## config.mk

```make
export PLATFORM = sky130hd
export DESIGN_NAME = tcf_time_control
export DESIGN_NICKNAME = d
export VERILOG_FILES = /design/src/inc/tcf_pkg.sv /design/src/design/tcf_time_control.sv
export VERILOG_INCLUDE_DIRS = /design/src /design/src/inc
export SDC_FILE = /design/constraint.sdc
export NUM_CORES = 1
export LEC_CHECK = 0
export BUFFER_PORTS_ARGS = -buffer_cell sky130_fd_sc_hd__buf_2
export CAP_MARGIN = 15
export CORE_AREA = 2 2 186 97
export CTS_CLUSTER_SIZE = 20
export DETAILED_ROUTE_END_ITERATION = 8
export DIE_AREA = 0 0 188 99
export PLACE_DENSITY_LB_ADDON = 0.3
export SKIP_CTS_REPAIR_TIMING = 1
export SYNTH_ARGS = -nofsm -noshare
export SYNTH_HDL_FRONTEND = slang
export SYNTH_SLANG_ARGS = --single-unit
```

## constraint.sdc

```tcl
create_clock -name sys_clk -period 3.1 [get_ports sys_clk]
set_clock_uncertainty 0.1 [all_clocks]
set_input_delay 0.155 -clock sys_clk [delete_from_list [all_inputs] [get_ports sys_clk]]
set_output_delay 0.155 -clock sys_clk [all_outputs]
set_load 0.02 [all_outputs]
```

## src/inc/tcf_defines.svh

```systemverilog
// Offsets, field positions, decade limits, answers and timing counts of the time counter block
`ifndef TCF_DEFINES_SVH
`define TCF_DEFINES_SVH

// ==========================================================
// Clock and timing
`define TCF_CLK_HZ 50000000
`define TCF_CLK_PERIOD_NS 20
`define TCF_BLINK_HZ 5
`define TCF_CORR_SHORT_NS 50000
`define TCF_CORR_LONG_NS 500000
`define TCF_SEC_CYCLES (`TCF_CLK_HZ)
`define TCF_BLINK_HALF_CYCLES (`TCF_CLK_HZ / (2 * `TCF_BLINK_HZ))
`define TCF_CORR_SHORT_CYCLES (`TCF_CORR_SHORT_NS / `TCF_CLK_PERIOD_NS)
`define TCF_CORR_LONG_CYCLES (`TCF_CORR_LONG_NS / `TCF_CLK_PERIOD_NS)

// ==========================================================
// Register byte offsets
`define TCF_OFS_CTRL 8'h00
`define TCF_OFS_CMD 8'h04
`define TCF_OFS_SETTIME 8'h08
`define TCF_OFS_TIME 8'h0c
`define TCF_OFS_STATUS 8'h10

// ==========================================================
// Field positions
`define TCF_CTRL_SETMODE 0
`define TCF_CTRL_QSRC 1
`define TCF_CMD_CORR 0
`define TCF_SET_LDSEC 24
`define TCF_SET_LDMIN 25
`define TCF_SET_LDHR 26
`define TCF_ST_FAULTEN 12
`define TCF_ST_PLUS 13
`define TCF_ST_MINUS 14
`define TCF_ST_BLINK 15

// ==========================================================
// Decade limits and answers
`define TCF_UNITS_MAX 4'h9
`define TCF_TENS_MAX 4'h5
`define TCF_HOUR_TENS_LAST 4'h2
`define TCF_HOUR_UNITS_LAST 4'h3
`define TCF_RANGE_IDLE 2'h3
`define TCF_RESP_OKAY 2'h0
`define TCF_RESP_SLVERR 2'h2

`endif

```

## src/inc/tcf_pkg.sv

```systemverilog
// Types shared by the time counter and control block
package tcf_pkg;

    // Function selector, one-hot
    typedef enum logic [3:0] {
        FN_TIME = 4'h1,
        FN_INTERVAL = 4'h2,
        FN_DEVIATION = 4'h4,
        FN_OFF = 4'h8
    } tcf_func_t;

    // Complete register state of the block
    typedef struct packed {
        logic awready;
        logic wready;
        logic bvalid;
        logic [1:0] bresp;
        logic arready;
        logic rvalid;
        logic [31:0] rdata;
        logic [1:0] rresp;
        logic awHeld;
        logic [7:0] awAddr;
        logic wHeld;
        logic [31:0] wData;
        logic [3:0] wStrb;
        logic setMode;
        logic querySel;
        logic [25:0] tickCnt;
        logic [22:0] blinkCnt;
        logic blinkPhase;
        logic [3:0] secU;
        logic [3:0] secT;
        logic [3:0] minU;
        logic [3:0] minT;
        logic [3:0] hrU;
        logic [3:0] hrT;
        tcf_func_t func;
        logic [1:0] range;
        logic [3:0] rangeSel;
        logic [3:0] digitCode;
        logic digitBlank;
        logic [11:0] corrShortCnt;
        logic [14:0] corrLongCnt;
        logic divRst10;
        logic divRst1;
        logic queryOut;
        logic devPrev;
        logic mainDivZero;
        logic mixClear;
        logic mixPreset9;
        logic lampTime;
        logic lampInterval;
        logic lampDeviation;
        logic lampPlus;
        logic lampMinus;
        logic lampRed;
        logic lampGreen;
        logic faultDecEn;
        logic [3:0] faultCode;
    } tcf_state_t;

endpackage

```

## src/design/tcf_time_control.sv

```systemverilog
// Time-of-day counter, display multiplexer, control pulses and fault decoder
`timescale 1ns/1ps
`default_nettype none
`include "tcf_defines.svh"

// Operation
// - Seconds and minutes units wrap after ten
// - Seconds and minutes tens count modulo six
// - Hours count modulo twenty-four from minute carry
// - One decade per scan step on four lines
// - Seconds, minutes, hours load independently
// - Function selector is four-state one-hot ring
// - Function button pulse advances selector one step
// - Lamps show the selected function
// - Range counter steps on each start pulse
// - Range selector marks blanked digit being set
// - Digit being set flashes at five hertz
// - Divider reset pulses of 0.05 and 0.5 ms
// - Query pulse from external or auxiliary scale
// - Inverted deviation pulse zeroes main divider in deviation function
// - Zero pulse also clears and presets mixer divider
// - Plus or minus lamp follows comparator flags
// - Missing lock flashes red, enables fault decoder
// - Enabled decoder shows defective assembly number
// - Fault codes one to nine, seven unused
// - At most one faulty assembly assumed
module tcf_time_control
    import tcf_pkg::*;
#(
    parameter int unsigned SEC_CYCLES = `TCF_SEC_CYCLES,
    parameter int unsigned BLINK_HALF_CYCLES = `TCF_BLINK_HALF_CYCLES,
    parameter int unsigned CORR_LONG_CYCLES = `TCF_CORR_LONG_CYCLES
) (
    // Clock and reset
    input wire logic sys_clk,
    input wire logic rstn,
    // AXI4-Lite slave
    input wire logic [7:0] awaddr,
    input wire logic awvalid,
    output logic awready,
    input wire logic [31:0] wdata,
    input wire logic [3:0] wstrb,
    input wire logic wvalid,
    output logic wready,
    output logic [1:0] bresp,
    output logic bvalid,
    input wire logic bready,
    input wire logic [7:0] araddr,
    input wire logic arvalid,
    output logic arready,
    output logic [31:0] rdata,
    output logic [1:0] rresp,
    output logic rvalid,
    input wire logic rready,
    // Front panel and display scan
    input wire logic funcBtnPulse,
    input wire logic startBtnPulse,
    input wire logic [2:0] scanSel,
    output logic [3:0] digitCode,
    output logic digitBlank,
    output logic [3:0] rangeSel,
    output logic lampTime,
    output logic lampInterval,
    output logic lampDeviation,
    // Time scales and divider control
    input wire logic extScale,
    input wire logic auxScale,
    input wire logic devPulseN,
    output logic queryOut,
    output logic divRst10,
    output logic divRst1,
    output logic mainDivZero,
    output logic mixClear,
    output logic mixPreset9,
    // Monitoring and fault decoding
    input wire logic cmpPlus,
    input wire logic cmpMinus,
    input wire logic harmLock,
    input wire logic [8:0] faultFlags,
    output logic lampPlus,
    output logic lampMinus,
    output logic lampRed,
    output logic lampGreen,
    output logic faultDecEn,
    output logic [3:0] faultCode
);

    localparam int unsigned CORR_SHORT_CYCLES = `TCF_CORR_SHORT_CYCLES;

    tcf_state_t st;
    tcf_state_t nxt;
    logic secTick;
    logic setWrite;
    logic [31:0] readMux;
    logic [3:0] scanDigit;
    logic [3:0] faultEnc;

    // ==========================================================
    // Helpers

    function automatic logic [31:0] mergeBytes(input logic [31:0] old, input logic [31:0] data,
                                               input logic [3:0] strb);
        logic [31:0] res;
        res = old;
        for (int i = 0; i < 4; i++) begin
            if (strb[i]) begin
                res[8*i +: 8] = data[8*i +: 8];
            end
        end
        return res;
    endfunction

    // Lowest flagged assembly wins; only one is expected at a time
    always_comb begin
        faultEnc = 4'h0;
        for (int i = 8; i >= 0; i--) begin
            if (faultFlags[i] && i != 6) begin
                faultEnc = 4'(i + 1);
            end
        end
    end

    // ==========================================================
    // Read mux and display source

    always_comb begin
        readMux = 32'h0;
        unique case (araddr)
            `TCF_OFS_CTRL: readMux = {30'h0, st.querySel, st.setMode};
            `TCF_OFS_TIME: readMux = {8'h0, st.hrT, st.hrU, st.minT, st.minU, st.secT, st.secU};
            `TCF_OFS_STATUS: readMux = {16'h0, st.blinkPhase, st.lampMinus, st.lampPlus,
                                        st.faultDecEn, st.faultCode, st.rangeSel, st.func};
            default: readMux = 32'h0;
        endcase
    end

    always_comb begin
        unique case (scanSel)
            3'h0: scanDigit = st.secU;
            3'h1: scanDigit = st.secT;
            3'h2: scanDigit = st.minU;
            3'h3: scanDigit = st.minT;
            3'h4: scanDigit = st.hrU;
            3'h5: scanDigit = st.hrT;
            default: scanDigit = 4'h0;
        endcase
    end

    assign secTick = (st.tickCnt == 26'(SEC_CYCLES - 1));
    assign setWrite = st.awHeld && st.wHeld && !st.bvalid && (st.awAddr == `TCF_OFS_SETTIME);

    // ==========================================================
    // Next state

    always_comb begin
        logic doWrite;
        logic [31:0] wv;
        logic carry;
        nxt = st;
        doWrite = st.awHeld && st.wHeld && !st.bvalid;
        wv = 32'h0;
        carry = 1'b0;

        // Bus: address and data are taken independently, answered once both are in
        if (awvalid && st.awready) begin
            nxt.awHeld = 1'b1;
            nxt.awAddr = awaddr;
        end
        if (wvalid && st.wready) begin
            nxt.wHeld = 1'b1;
            nxt.wData = wdata;
            nxt.wStrb = wstrb;
        end
        if (st.bvalid && bready) begin
            nxt.bvalid = 1'b0;
        end
        if (arvalid && st.arready) begin
            nxt.rvalid = 1'b1;
            nxt.rdata = readMux;
            nxt.rresp = (araddr == `TCF_OFS_CTRL || araddr == `TCF_OFS_TIME ||
                         araddr == `TCF_OFS_STATUS || araddr == `TCF_OFS_CMD ||
                         araddr == `TCF_OFS_SETTIME) ? `TCF_RESP_OKAY : `TCF_RESP_SLVERR;
        end else if (st.rvalid && rready) begin
            nxt.rvalid = 1'b0;
        end

        // Seconds reference and blink phase
        nxt.tickCnt = secTick ? 26'h0 : st.tickCnt + 26'h1;
        if (st.blinkCnt == 23'(BLINK_HALF_CYCLES - 1)) begin
            nxt.blinkCnt = 23'h0;
            nxt.blinkPhase = !st.blinkPhase;
        end else begin
            nxt.blinkCnt = st.blinkCnt + 23'h1;
        end

        // Time decades; carries ripple within the same cycle
        if (secTick) begin
            carry = 1'b1;
            if (st.secU == `TCF_UNITS_MAX) begin
                nxt.secU = 4'h0;
            end else begin
                nxt.secU = st.secU + 4'h1;
                carry = 1'b0;
            end
            if (carry) begin
                if (st.secT == `TCF_TENS_MAX) begin
                    nxt.secT = 4'h0;
                end else begin
                    nxt.secT = st.secT + 4'h1;
                    carry = 1'b0;
                end
            end
            if (carry) begin
                if (st.minU == `TCF_UNITS_MAX) begin
                    nxt.minU = 4'h0;
                end else begin
                    nxt.minU = st.minU + 4'h1;
                    carry = 1'b0;
                end
            end
            if (carry) begin
                if (st.minT == `TCF_TENS_MAX) begin
                    nxt.minT = 4'h0;
                end else begin
                    nxt.minT = st.minT + 4'h1;
                    carry = 1'b0;
                end
            end
            if (carry) begin
                if (st.hrT == `TCF_HOUR_TENS_LAST && st.hrU == `TCF_HOUR_UNITS_LAST) begin
                    nxt.hrU = 4'h0;
                    nxt.hrT = 4'h0;
                end else if (st.hrU == `TCF_UNITS_MAX) begin
                    nxt.hrU = 4'h0;
                    nxt.hrT = st.hrT + 4'h1;
                end else begin
                    nxt.hrU = st.hrU + 4'h1;
                end
            end
        end

        // Register writes; a load overrides a tick in the same cycle
        if (doWrite) begin
            nxt.awHeld = 1'b0;
            nxt.wHeld = 1'b0;
            nxt.bvalid = 1'b1;
            nxt.bresp = `TCF_RESP_OKAY;
            unique case (st.awAddr)
                `TCF_OFS_CTRL: begin
                    wv = mergeBytes({30'h0, st.querySel, st.setMode}, st.wData, st.wStrb);
                    nxt.setMode = wv[`TCF_CTRL_SETMODE];
                    nxt.querySel = wv[`TCF_CTRL_QSRC];
                end
                `TCF_OFS_CMD: begin
                    wv = mergeBytes(32'h0, st.wData, st.wStrb);
                    if (wv[`TCF_CMD_CORR]) begin
                        nxt.corrShortCnt = 12'(CORR_SHORT_CYCLES);
                        nxt.corrLongCnt = 15'(CORR_LONG_CYCLES);
                    end
                end
                `TCF_OFS_SETTIME: begin
                    wv = mergeBytes(32'h0, st.wData, st.wStrb);
                    if (wv[`TCF_SET_LDSEC]) begin
                        nxt.secU = wv[3:0];
                        nxt.secT = wv[7:4];
                        nxt.tickCnt = 26'h0;
                    end
                    if (wv[`TCF_SET_LDMIN]) begin
                        nxt.minU = wv[11:8];
                        nxt.minT = wv[15:12];
                    end
                    if (wv[`TCF_SET_LDHR]) begin
                        nxt.hrU = wv[19:16];
                        nxt.hrT = wv[23:20];
                    end
                end
                `TCF_OFS_TIME, `TCF_OFS_STATUS: begin
                    nxt.bresp = `TCF_RESP_OKAY;
                end
                default: nxt.bresp = `TCF_RESP_SLVERR;
            endcase
        end
        nxt.awready = !nxt.awHeld && !nxt.bvalid;
        nxt.wready = !nxt.wHeld && !nxt.bvalid;
        nxt.arready = !nxt.rvalid;

        // Correction pulses; the long one covers the slower divider chain
        nxt.divRst10 = (st.corrShortCnt != 12'h0);
        nxt.divRst1 = (st.corrLongCnt != 15'h0);
        if (st.corrShortCnt != 12'h0 && !(doWrite && st.awAddr == `TCF_OFS_CMD)) begin
            nxt.corrShortCnt = st.corrShortCnt - 12'h1;
        end
        if (st.corrLongCnt != 15'h0 && !(doWrite && st.awAddr == `TCF_OFS_CMD)) begin
            nxt.corrLongCnt = st.corrLongCnt - 15'h1;
        end

        // Function and range selectors
        if (funcBtnPulse) begin
            nxt.func = tcf_func_t'({st.func[2:0], st.func[3]});
        end
        if (startBtnPulse) begin
            nxt.range = st.range + 2'h1;
        end
        nxt.rangeSel = 4'h1 << nxt.range;
        nxt.lampTime = (nxt.func == FN_TIME);
        nxt.lampInterval = (nxt.func == FN_INTERVAL);
        nxt.lampDeviation = (nxt.func == FN_DEVIATION);

        // Query source switch
        nxt.queryOut = st.querySel ? extScale : auxScale;

        // Deviation pulse is active low; in the deviation function its leading edge yields one zero-setting pulse
        nxt.devPrev = devPulseN;
        nxt.mainDivZero = st.devPrev && !devPulseN && (st.func == FN_DEVIATION);
        nxt.mixClear = nxt.mainDivZero;
        nxt.mixPreset9 = nxt.mainDivZero;

        // Monitoring lamps and fault decoder
        nxt.lampPlus = cmpPlus;
        nxt.lampMinus = cmpMinus;
        nxt.faultDecEn = !harmLock;
        nxt.lampRed = !harmLock && st.blinkPhase;
        nxt.lampGreen = harmLock;
        nxt.faultCode = harmLock ? 4'h0 : faultEnc;

        // Display: fault number takes the first position while the decoder is enabled
        if (st.faultDecEn) begin
            nxt.digitCode = (scanSel == 3'h0) ? st.faultCode : 4'h0;
            nxt.digitBlank = (scanSel != 3'h0);
        end else begin
            nxt.digitCode = scanDigit;
            nxt.digitBlank = (st.func != FN_TIME) || (scanSel > 3'h5) ||
                             (st.setMode && st.range != `TCF_RANGE_IDLE &&
                              st.range == 2'(scanSel >> 1) && st.blinkPhase);
        end
    end

    always_ff @(posedge sys_clk) begin
        if (!rstn) begin
            st <= '0;
            st.func <= FN_TIME;
            st.rangeSel <= 4'h1;
            st.lampTime <= 1'b1;
            st.devPrev <= 1'b1;
            st.digitBlank <= 1'b1;
        end else begin
            st <= nxt;
        end
    end

    // ==========================================================
    // Outputs

    assign awready = st.awready;
    assign wready = st.wready;
    assign bvalid = st.bvalid;
    assign bresp = st.bresp;
    assign arready = st.arready;
    assign rvalid = st.rvalid;
    assign rdata = st.rdata;
    assign rresp = st.rresp;
    assign digitCode = st.digitCode;
    assign digitBlank = st.digitBlank;
    assign rangeSel = st.rangeSel;
    assign lampTime = st.lampTime;
    assign lampInterval = st.lampInterval;
    assign lampDeviation = st.lampDeviation;
    assign queryOut = st.queryOut;
    assign divRst10 = st.divRst10;
    assign divRst1 = st.divRst1;
    assign mainDivZero = st.mainDivZero;
    assign mixClear = st.mixClear;
    assign mixPreset9 = st.mixPreset9;
    assign lampPlus = st.lampPlus;
    assign lampMinus = st.lampMinus;
    assign lampRed = st.lampRed;
    assign lampGreen = st.lampGreen;
    assign faultDecEn = st.faultDecEn;
    assign faultCode = st.faultCode;
endmodule // tcf_time_control
`default_nettype wire

```

==> flow_summary.yaml, run 1 <==
clock_network:
  cts.sinks: 207
  ctsLongestPathBuffers: 3
  cts_made_buffers: 19
  cts_tree: "done"
  clock_latency_ns: 0.49
  htree_levels: 1
  cts_root_buf: "clkbuf_16"
  clkTransAtPathRegs_ns: 0.07
timing:
  final.setup.tns_ns: 0
  rsz0062_at_grt: "no"
  fin_crit_sh: 0.862
  hold_viol: 0
  tightest_slew_ns: 1.13
  finalCriticalPeriod_ns: 2.67
  finalSetupViolCount: 0
  relSlewSlack: 0.246
  slew_violations: 0
  fmax_mhz: 374
layout:
  layout_common_cells: "207 x dfxtp_1, 175 x nand2_1, 131 x nor2_1"
  layout.cells.non_filler: 1526
  drive_gt1_frac: 0.158
  layout_commonest_cell: "dfxtp_1"
  antennaDiodeCount: 0
  syn2layout_area_growth_pct: 17.8
  fill_cells: 1391
  layout.nets: 1372
drt:
  ant_nets: 0
  num_vias: 8455
  vias_per_cell: 5.54
  wire_per_inst_um: 15.9
  drt-initial-drc-count: 701
  drc: 0
  totalWireLength_mm: 24.3
  dr.pass1.iters: 6
global_route:
  antenna_found_initial: 0
  grt_max_degree: 95
  grt_pass1_wl_mm: 37.3
  met1_usage: 0.394
  grt_pass1_vias: 7238
  use_met2: 0.336
  gr-usage-met3: 0.0370
  grtUsageTotal: 0.244
  overflow: 0
  grt.busiest_layer: "met1"
synthesis:
  yosys_register_bits: 207
  netlist_area_mm2: 0.00952
  yosys.area.top_type: "dfxtp_1"
  ys_seq_area_frac: 0.435
  syn_inst: 1149
  synth-edff-count: 0
  post_synth_num_cell_types: 70
  yosys.area.top_type_share: 0.435
  yosysWarnings: 0
  synthArstFlopShare: 0
  synthTopCellsByArea: "dfxtp_1 44%, nand2_1 6.9%, nor2_1 5.2%"
  synthFlopType: "dfxtp_1"
  syn_avg_cell_area_um2: 8.29
floorplanning:
  row_count: 34
  initial_core_util: 0.561
  io_pins: 147
  die_y_um: 99
  die_x_um: 188
  coreArea_mm2: 0.0170
  dieArea_mm2: 0.0186
placed_design:
  portBuffers: 130
  dp_hpwl_mm: 16.6
  gp_congestion: 0.864
  dp_cells: 1433
hold_path:
  worstHoldStart: "awvalid"
  hp-class: "in2reg"
setup_path:
  worstPathRequired_ns: 3.42
  worst-path-buf-inv: 0
  path_cells: "ha_1 > and3_1 > nand2_1 > nor4_2 > nand2_2 > or4_1 > a32oi_1"
  worstSetupPathType: "reg2reg"
  cp.arrival_ns: 2.99
  critical_path.startpoint_type: "register"
  r2r-start: "st[109]"
  max_stage_delay_ns: 0.56
  crit_start: "st[109]"
  cpMaxStageDelayCell: "or4_1"
  endpoint_kind: "register"
  worst-path-max-fanout: 10
  cp_top_family: "simple AND/OR/NAND/NOR gates"
pwr:
  peakVddDrop_v: 0.000334
  p_leak_uw: 0.00438
  power_per_cell_area_mw_per_mm2: 606
run:
  cap_violations: 0
outcome:
  outcome: "finished, final reports clean"
[power breakdown]
group / internal [uW] / switching, uW / leakage [uW]
logic: 674 / 770 / 0.00240
clock network: 1300 / 983 / 0.000293
registers: 2880 / 187 / 0.00168
total: 4860 / 1940 / 0.00438
[cell usage after synthesis, types with 4 or more instances]
| library cell | count |
|---|---|
| a211oi_1 | 6 |
| a21oi_1 | 89 |
| a22oi_1 | 18 |
| a31oi_1 | 10 |
| and2_1 | 15 |
| and3_1 | 21 |
| buf_2 | 5 |
| buf_4 | 52 |
| clkbuf_1 | 40 |
| dfxtp_1 | 207 |
| ha_1 | 11 |
| inv_1 | 23 |
| mux2_2 | 6 |
| mux2i_1 | 21 |
| nand2_1 | 175 |
| nand2b_1 | 13 |
| nand3_1 | 40 |
| nand3b_1 | 4 |
| nand4_1 | 14 |
| nor2_1 | 131 |
| nor2b_1 | 11 |
| nor3_1 | 20 |
| nor3b_1 | 4 |
| nor4_1 | 14 |
| nor4b_1 | 6 |
| o21ai_0 | 47 |
| or3_1 | 8 |
| or4_1 | 13 |
| or4_4 | 4 |
| xnor2_1 | 36 |
| xor2_1 | 28 |
[kinds of logic after synthesis]
logic type | count (synthesis) | synth area share
buf+inv | 125 | 0.0728
other cells | 1 | 0.000394
xor+xnor | 64 | 0.0589
fa+ha+maj | 11 | 0.0145
simple gates | 522 | 0.272
compound gates | 189 | 0.113
mux | 30 | 0.0339
flops | 207 | 0.435
[final cells by class]
type / instances / area [um2] / area share
Timing Repair Buffer: 205 / 1380 / 0.123
Clock buffer: 27 / 546 / 0.0486
Sequential cell: 207 / 4140 / 0.369
Multi-Input combinational cell: 826 / 4730 / 0.421
Inverter: 23 / 86.3 / 0.00769
Tap cell: 234 / 293 / 0.0261
Clock inverter: 4 / 45.0 / 0.00401
[tightest hold or removal path: stages]
cell and delay, ns:
buf_2 0.09, nand2_1 0.17, nand2_1 0.12, a21oi_1 0.05
[final timing paths]
path / end / slack, ns / depth (start not counted)
worst min-delay path: st[179] / 0.06 / 4
worst min register to register: mixPreset9 / 0.32 / 2
worst max-delay path: st[64] / 0.43 / 7
worst max register to register: st[64] / 0.43 / 7
[metal layers]
metal,vias up,routed length [um]
met5,-,0
met4,0,431
met3,31,1980
met2,314,9900
met1,3975,12000
li1,4135,-
[registers in the layout, summed over array words and instances (netlist names), 4 cells and up]
name and cells:
rangeSel 4, digitCode 4, st 151, rdata 24, faultCode 4
[per-stage QoR]
| step | hold slack, ns | total power [uW] | area (um2) | utilization | setup WS (ns) |
|---|---|---|---|---|---|
| floorplan | 0.134 | 4190 | 9560 | - | 0.806 |
| global placement | 0.249 | 4440 | 10000 | 0.590 | 0.539 |
| detailed placement | 0.252 | 4480 | 10000 | 0.590 | 0.493 |
| CTS | -0.256 | 6750 | 10600 | 0.625 | 0.462 |
| global route | 0.106 | 7150 | 11200 | 0.661 | 0.301 |
| finish | 0.0580 | 6800 | 11200 | 0.661 | 0.427 |
Power figures use the tool's default switching activity.
==> inputs of run 2 (changes only) <==
Settings changed: CORE_AREA 2 2 186 97 to 2 2 190 99, DIE_AREA 0 0 188 99 to 0 0 192 101, RECOVER_POWER set to 50.
==> flow_summary.yaml, run 2 (same netlist as run 1, synthesis figures left out) <==
clock_network:
  cts.sinks: 207
  clock_latency_ns: 0.49
  cts_tree: "done"
  htree_levels: 1
  ctsLongestPathBuffers: 3
  cts_root_buf: "clkbuf_16"
  clkTransAtPathRegs_ns: 0.07
  cts_made_buffers: 19
floorplanning:
  dieArea_mm2: 0.0194
  row_count: 35
  coreArea_mm2: 0.0179
  die_x_um: 192
  die_y_um: 101
  io_pins: 147
  initial_core_util: 0.533
layout:
  drive_gt1_frac: 0.109
  multi_input_area_mm2: 0.00473
  largest_register: "st"
  layout_commonest_cell: "dfxtp_1"
  syn2layout_area_growth_pct: 17.4
  final_area_mm2: 0.0112
  fill_cells: 1604
  layout.nets: 1378
  layout.cells.non_filler: 1539
  fin_util: 0.626
  layout_common_cells: "207 x dfxtp_1, 175 x nand2_1, 131 x nor2_1"
  antennaDiodeCount: 0
  largest_reg_flops: 151
  seq_area_mm2: 0.00414
drt:
  dr.pass1.iters: 5
  drt-initial-drc-count: 711
  wire_per_inst_um: 16.0
  vias_per_cell: 5.45
  drc: 0
  totalWireLength_mm: 24.6
  ant_nets: 0
  num_vias: 8390
timing:
  hold_viol: 0
  timing.final.ws_setup_ns: 0.321
  fmax_mhz: 360
  fin_crit_sh: 0.897
  rsz0062_at_grt: "no"
  finalSetupViolCount: 0
  final.setup.tns_ns: 0
  finalCriticalPeriod_ns: 2.78
  relSlewSlack: 0.182
  tightest_slew_ns: 1.23
  slew_violations: 0
setup_path:
  critical_path.startpoint_type: "input pin"
  worstSetupPathType: "in2reg"
  r2r-end: "st[64]"
  worstPathRequired_ns: 3.43
  rr_worst_depth: 7
  worst-path-max-fanout: 18
  cp.arrival_ns: 3.11
  r2r_slack_ns: 0.49
  r2r-start: "st[109]"
  crit_start: "rstn"
  endpoint_kind: "register"
hold_path:
  worstHoldStart: "awvalid"
  hold_end: "st[179]"
  hp-class: "in2reg"
  whs_path_depth: 4
global_route:
  overflow: 0
  grt_max_degree: 34
  grt_pass1_vias: 7115
  antenna_found_initial: 0
  grtUsageTotal: 0.239
  grt_pass1_wl_mm: 37.0
run:
  cap_violations: 0
pwr:
  p_leak_uw: 0.00415
  peakVddDrop_v: 0.000458
  power_per_cell_area_mw_per_mm2: 601
placed_design:
  portBuffers: 130
  gp_congestion: 0.860
  place_ws_ns: 0.536
  dp_cells: 1440
  dp_hpwl_mm: 17.1
  dpl-instance-area_mm2: 0.0100
outcome:
  outcome: "finished, final reports clean"
run 2: cell types whose count changed in the layout (fill, tap and decap cells not counted), moves of 2 or more:
cell,change
buf_4,-2
buf_2,-60
dlygate4sd3_1,+4
and2_0,+2
clkbuf_2,+2
clkbuf_1,+64
and2_1,-2
run 2: critical path, cell delays in order:
cell,delay [ns]
dlygate4sd3_1,0.54
clkbuf_1,0.54
clkbuf_1,0.88
o21ai_0,0.21
a31oi_1,0.21
dlygate4sd3_1,0.57
run 2: stage by stage:
step	hold slack, ns	power, uW
6_report	0.0573	6720
5_1_grt	0.0804	7080
4_1_cts	-0.249	6690
3_5_place_dp	0.257	4490
3_3_place_gp	0.257	4430
2_1_floorplan	0.134	4190
run 2: cell type report:
cell class,instances,share of cell area
multi-input cells,826,0.423
flip-flops and latches,207,0.371
repair buffers,211,0.121
clock buffers,29,0.0494
well taps,240,0.0268
inverters,23,0.00772
clock inverters,3,0.00157
run 2: layer usage:
metal,vias up,part of all wire,track usage
met1,3891,0.49,0.371
met2,311,0.41,0.333
met3,23,0.090,0.0578
met4,0,0.013,0.0411
met5,-,0,0
li1,4165,-,-
run 2: worst max-delay path by stage:
stage                    end  slack (ns)
floorplan             st[28]        0.81
global placement      st[39]        0.59
detailed placement    st[64]        0.54
CTS                   st[64]        0.52
global route         st[114]        0.19
finish              rresp[1]        0.32
run 2: power breakdown:
part	switching [uW]	internal (uW)
Clock	976	1230
Combinational	776	674
Sequential	190	2880
==> inputs of run 3 (changes only) <==
Settings changed: REMOVE_ABC_BUFFERS set to 1.
==> flow_summary.yaml, run 3 (same netlist as run 1, synthesis figures left out) <==
hold_path:
  worstHoldStart: "startBtnPulse"
  hp-class: "in2reg"
  whs_path_depth: 3
  hold_end: "rangeSel[3]"
pwr:
  power_frac_seq: 0.451
  intPower_uw: 4850
  pwr-share-comb: 0.210
  power.share.switching: 0.287
  p_leak_uw: 0.00415
  power_uw: 6800
  clkPwrFrac: 0.339
  peakVddDrop_v: 0.000380
  power_per_cell_area_mw_per_mm2: 610
  switching_power_uw: 1950
global_route:
  grt_pass1_wl_mm: 37.6
  antenna_found_initial: 0
  grt_pass1_vias: 7388
  grtUsageTotal: 0.242
  overflow: 0
  grt_max_degree: 95
clock_network:
  htree_levels: 1
  clkTransAtPathRegs_ns: 0.07
  ctsLongestPathBuffers: 3
  cts_root_buf: "clkbuf_16"
  cts_tree: "done"
  cts.sinks: 207
  clock_latency_ns: 0.49
  cts_made_buffers: 19
placed_design:
  gp_congestion: 0.916
  portBuffers: 130
  dp_hpwl_mm: 16.7
  dp_cells: 1441
timing:
  fin_crit_sh: 0.872
  hold_viol: 0
  slew_violations: 129
  relSlewSlack: -0.366
  rsz0062_at_grt: "no"
  finalSetupViolCount: 0
  tightest_slew_ns: 2.05
  fmax_mhz: 370
  final.setup.tns_ns: 0
  finalCriticalPeriod_ns: 2.70
setup_path:
  critical_path.startpoint_type: "register"
  cpMaxStageDelayCell: "or4_4"
  worst-path-max-fanout: 16
  rr_worst_depth: 6
  r2r-end: "st[39]"
  r2r_slack_ns: 0.40
  path_cells: "or4_4 > nor4_4 > nand3_2 > mux2_2 > a21oi_1 > nor2_1"
  endpoint_kind: "register"
  worstSetupPathType: "reg2reg"
  r2r-start: "st[179]"
  worstPathRequired_ns: 3.30
  max_stage_delay_ns: 0.59
  cp.arrival_ns: 2.91
floorplanning:
  initial_core_util: 0.533
  die_x_um: 192
  die_y_um: 101
  coreArea_mm2: 0.0179
  dieArea_mm2: 0.0194
  io_pins: 147
  row_count: 35
drt:
  drt-initial-drc-count: 602
  ant_nets: 0
  dr.pass1.iters: 5
  num_vias: 8355
  vias_per_cell: 5.44
  drc: 0
  wire_per_inst_um: 15.8
  totalWireLength_mm: 24.2
layout:
  multi_input_area_mm2: 0.00473
  layout.cells.non_filler: 1535
  fin_util: 0.624
  seq_area_mm2: 0.00414
  fill_cells: 1576
  drive_gt1_frac: 0.115
  antennaDiodeCount: 0
  layout_common_cells: "207 x dfxtp_1, 175 x nand2_1, 131 x nor2_1"
  largest_register: "st"
  layout.nets: 1373
  layout_commonest_cell: "dfxtp_1"
  syn2layout_area_growth_pct: 17.1
  largest_reg_flops: 151
run:
  cap_violations: 2
outcome:
  outcome: "finished with violations"
  violations: "capacitance limit, slew limit"
run 3: power groups by stage:
stage               clock, uW  sequential [uW]  combinational [uW]
global route             2460             3100                1610
finish                   2310             3070                1430
CTS                      2340             3060                1370
detailed placement          0             3110                1360
global placement            0             3110                1330
floorplan                   0             3110                1010
run 3: worst max path at each step:
stage,from,to,cells after the start
floorplan,araddr[0],rdata[10],4
finish,st[179],st[39],6
global placement,st[179],st[39],6
CTS,st[179],st[39],6
global route,st[179],st[34],6
detailed placement,st[179],st[39],6
run 3: worst max-delay path: cells and delay by family (launching register included):
family | cells | cell delay, ns
AND/OR/NAND/NOR | 4 | 1.56
multiplexers | 1 | 0.39
flip-flops | 1 | 0.31
AO/OA/AOI/OAI | 1 | 0.14
run 3: final cells by class:
| class | instances | share of cell area |
|---|---|---|
| sequential | 207 | 0.372 |
| tap | 240 | 0.0269 |
| multi-input combinational | 826 | 0.424 |
| timing repair buffer | 206 | 0.116 |
| clock buffer | 26 | 0.0486 |
| clock inverter | 7 | 0.00539 |
| inverter | 23 | 0.00774 |
run 3: stage by stage:
| step | instance area, um2 | hold slack, ns | setup WS (ns) |
|---|---|---|---|
| final | 11200 | 0.0217 | 0.396 |
| after global routing | 11200 | 0.0325 | 0.218 |
| after CTS | 10600 | -0.265 | 0.478 |
| after detailed placement | 10000 | 0.253 | 0.498 |
| after global placement | 10000 | 0.251 | 0.524 |
| after floorplan | 8950 | 0.126 | 0.000432 |
run 3: metal layers:
layer / vias to the layer above / routed length [um] / global-route usage
li1: 4154 / - / -
met2: 291 / 9530 / 0.329
met1: 3887 / 12300 / 0.386
met3: 23 / 2080 / 0.0526
met5: - / 0 / 0
met4: 0 / 285 / 0.0446
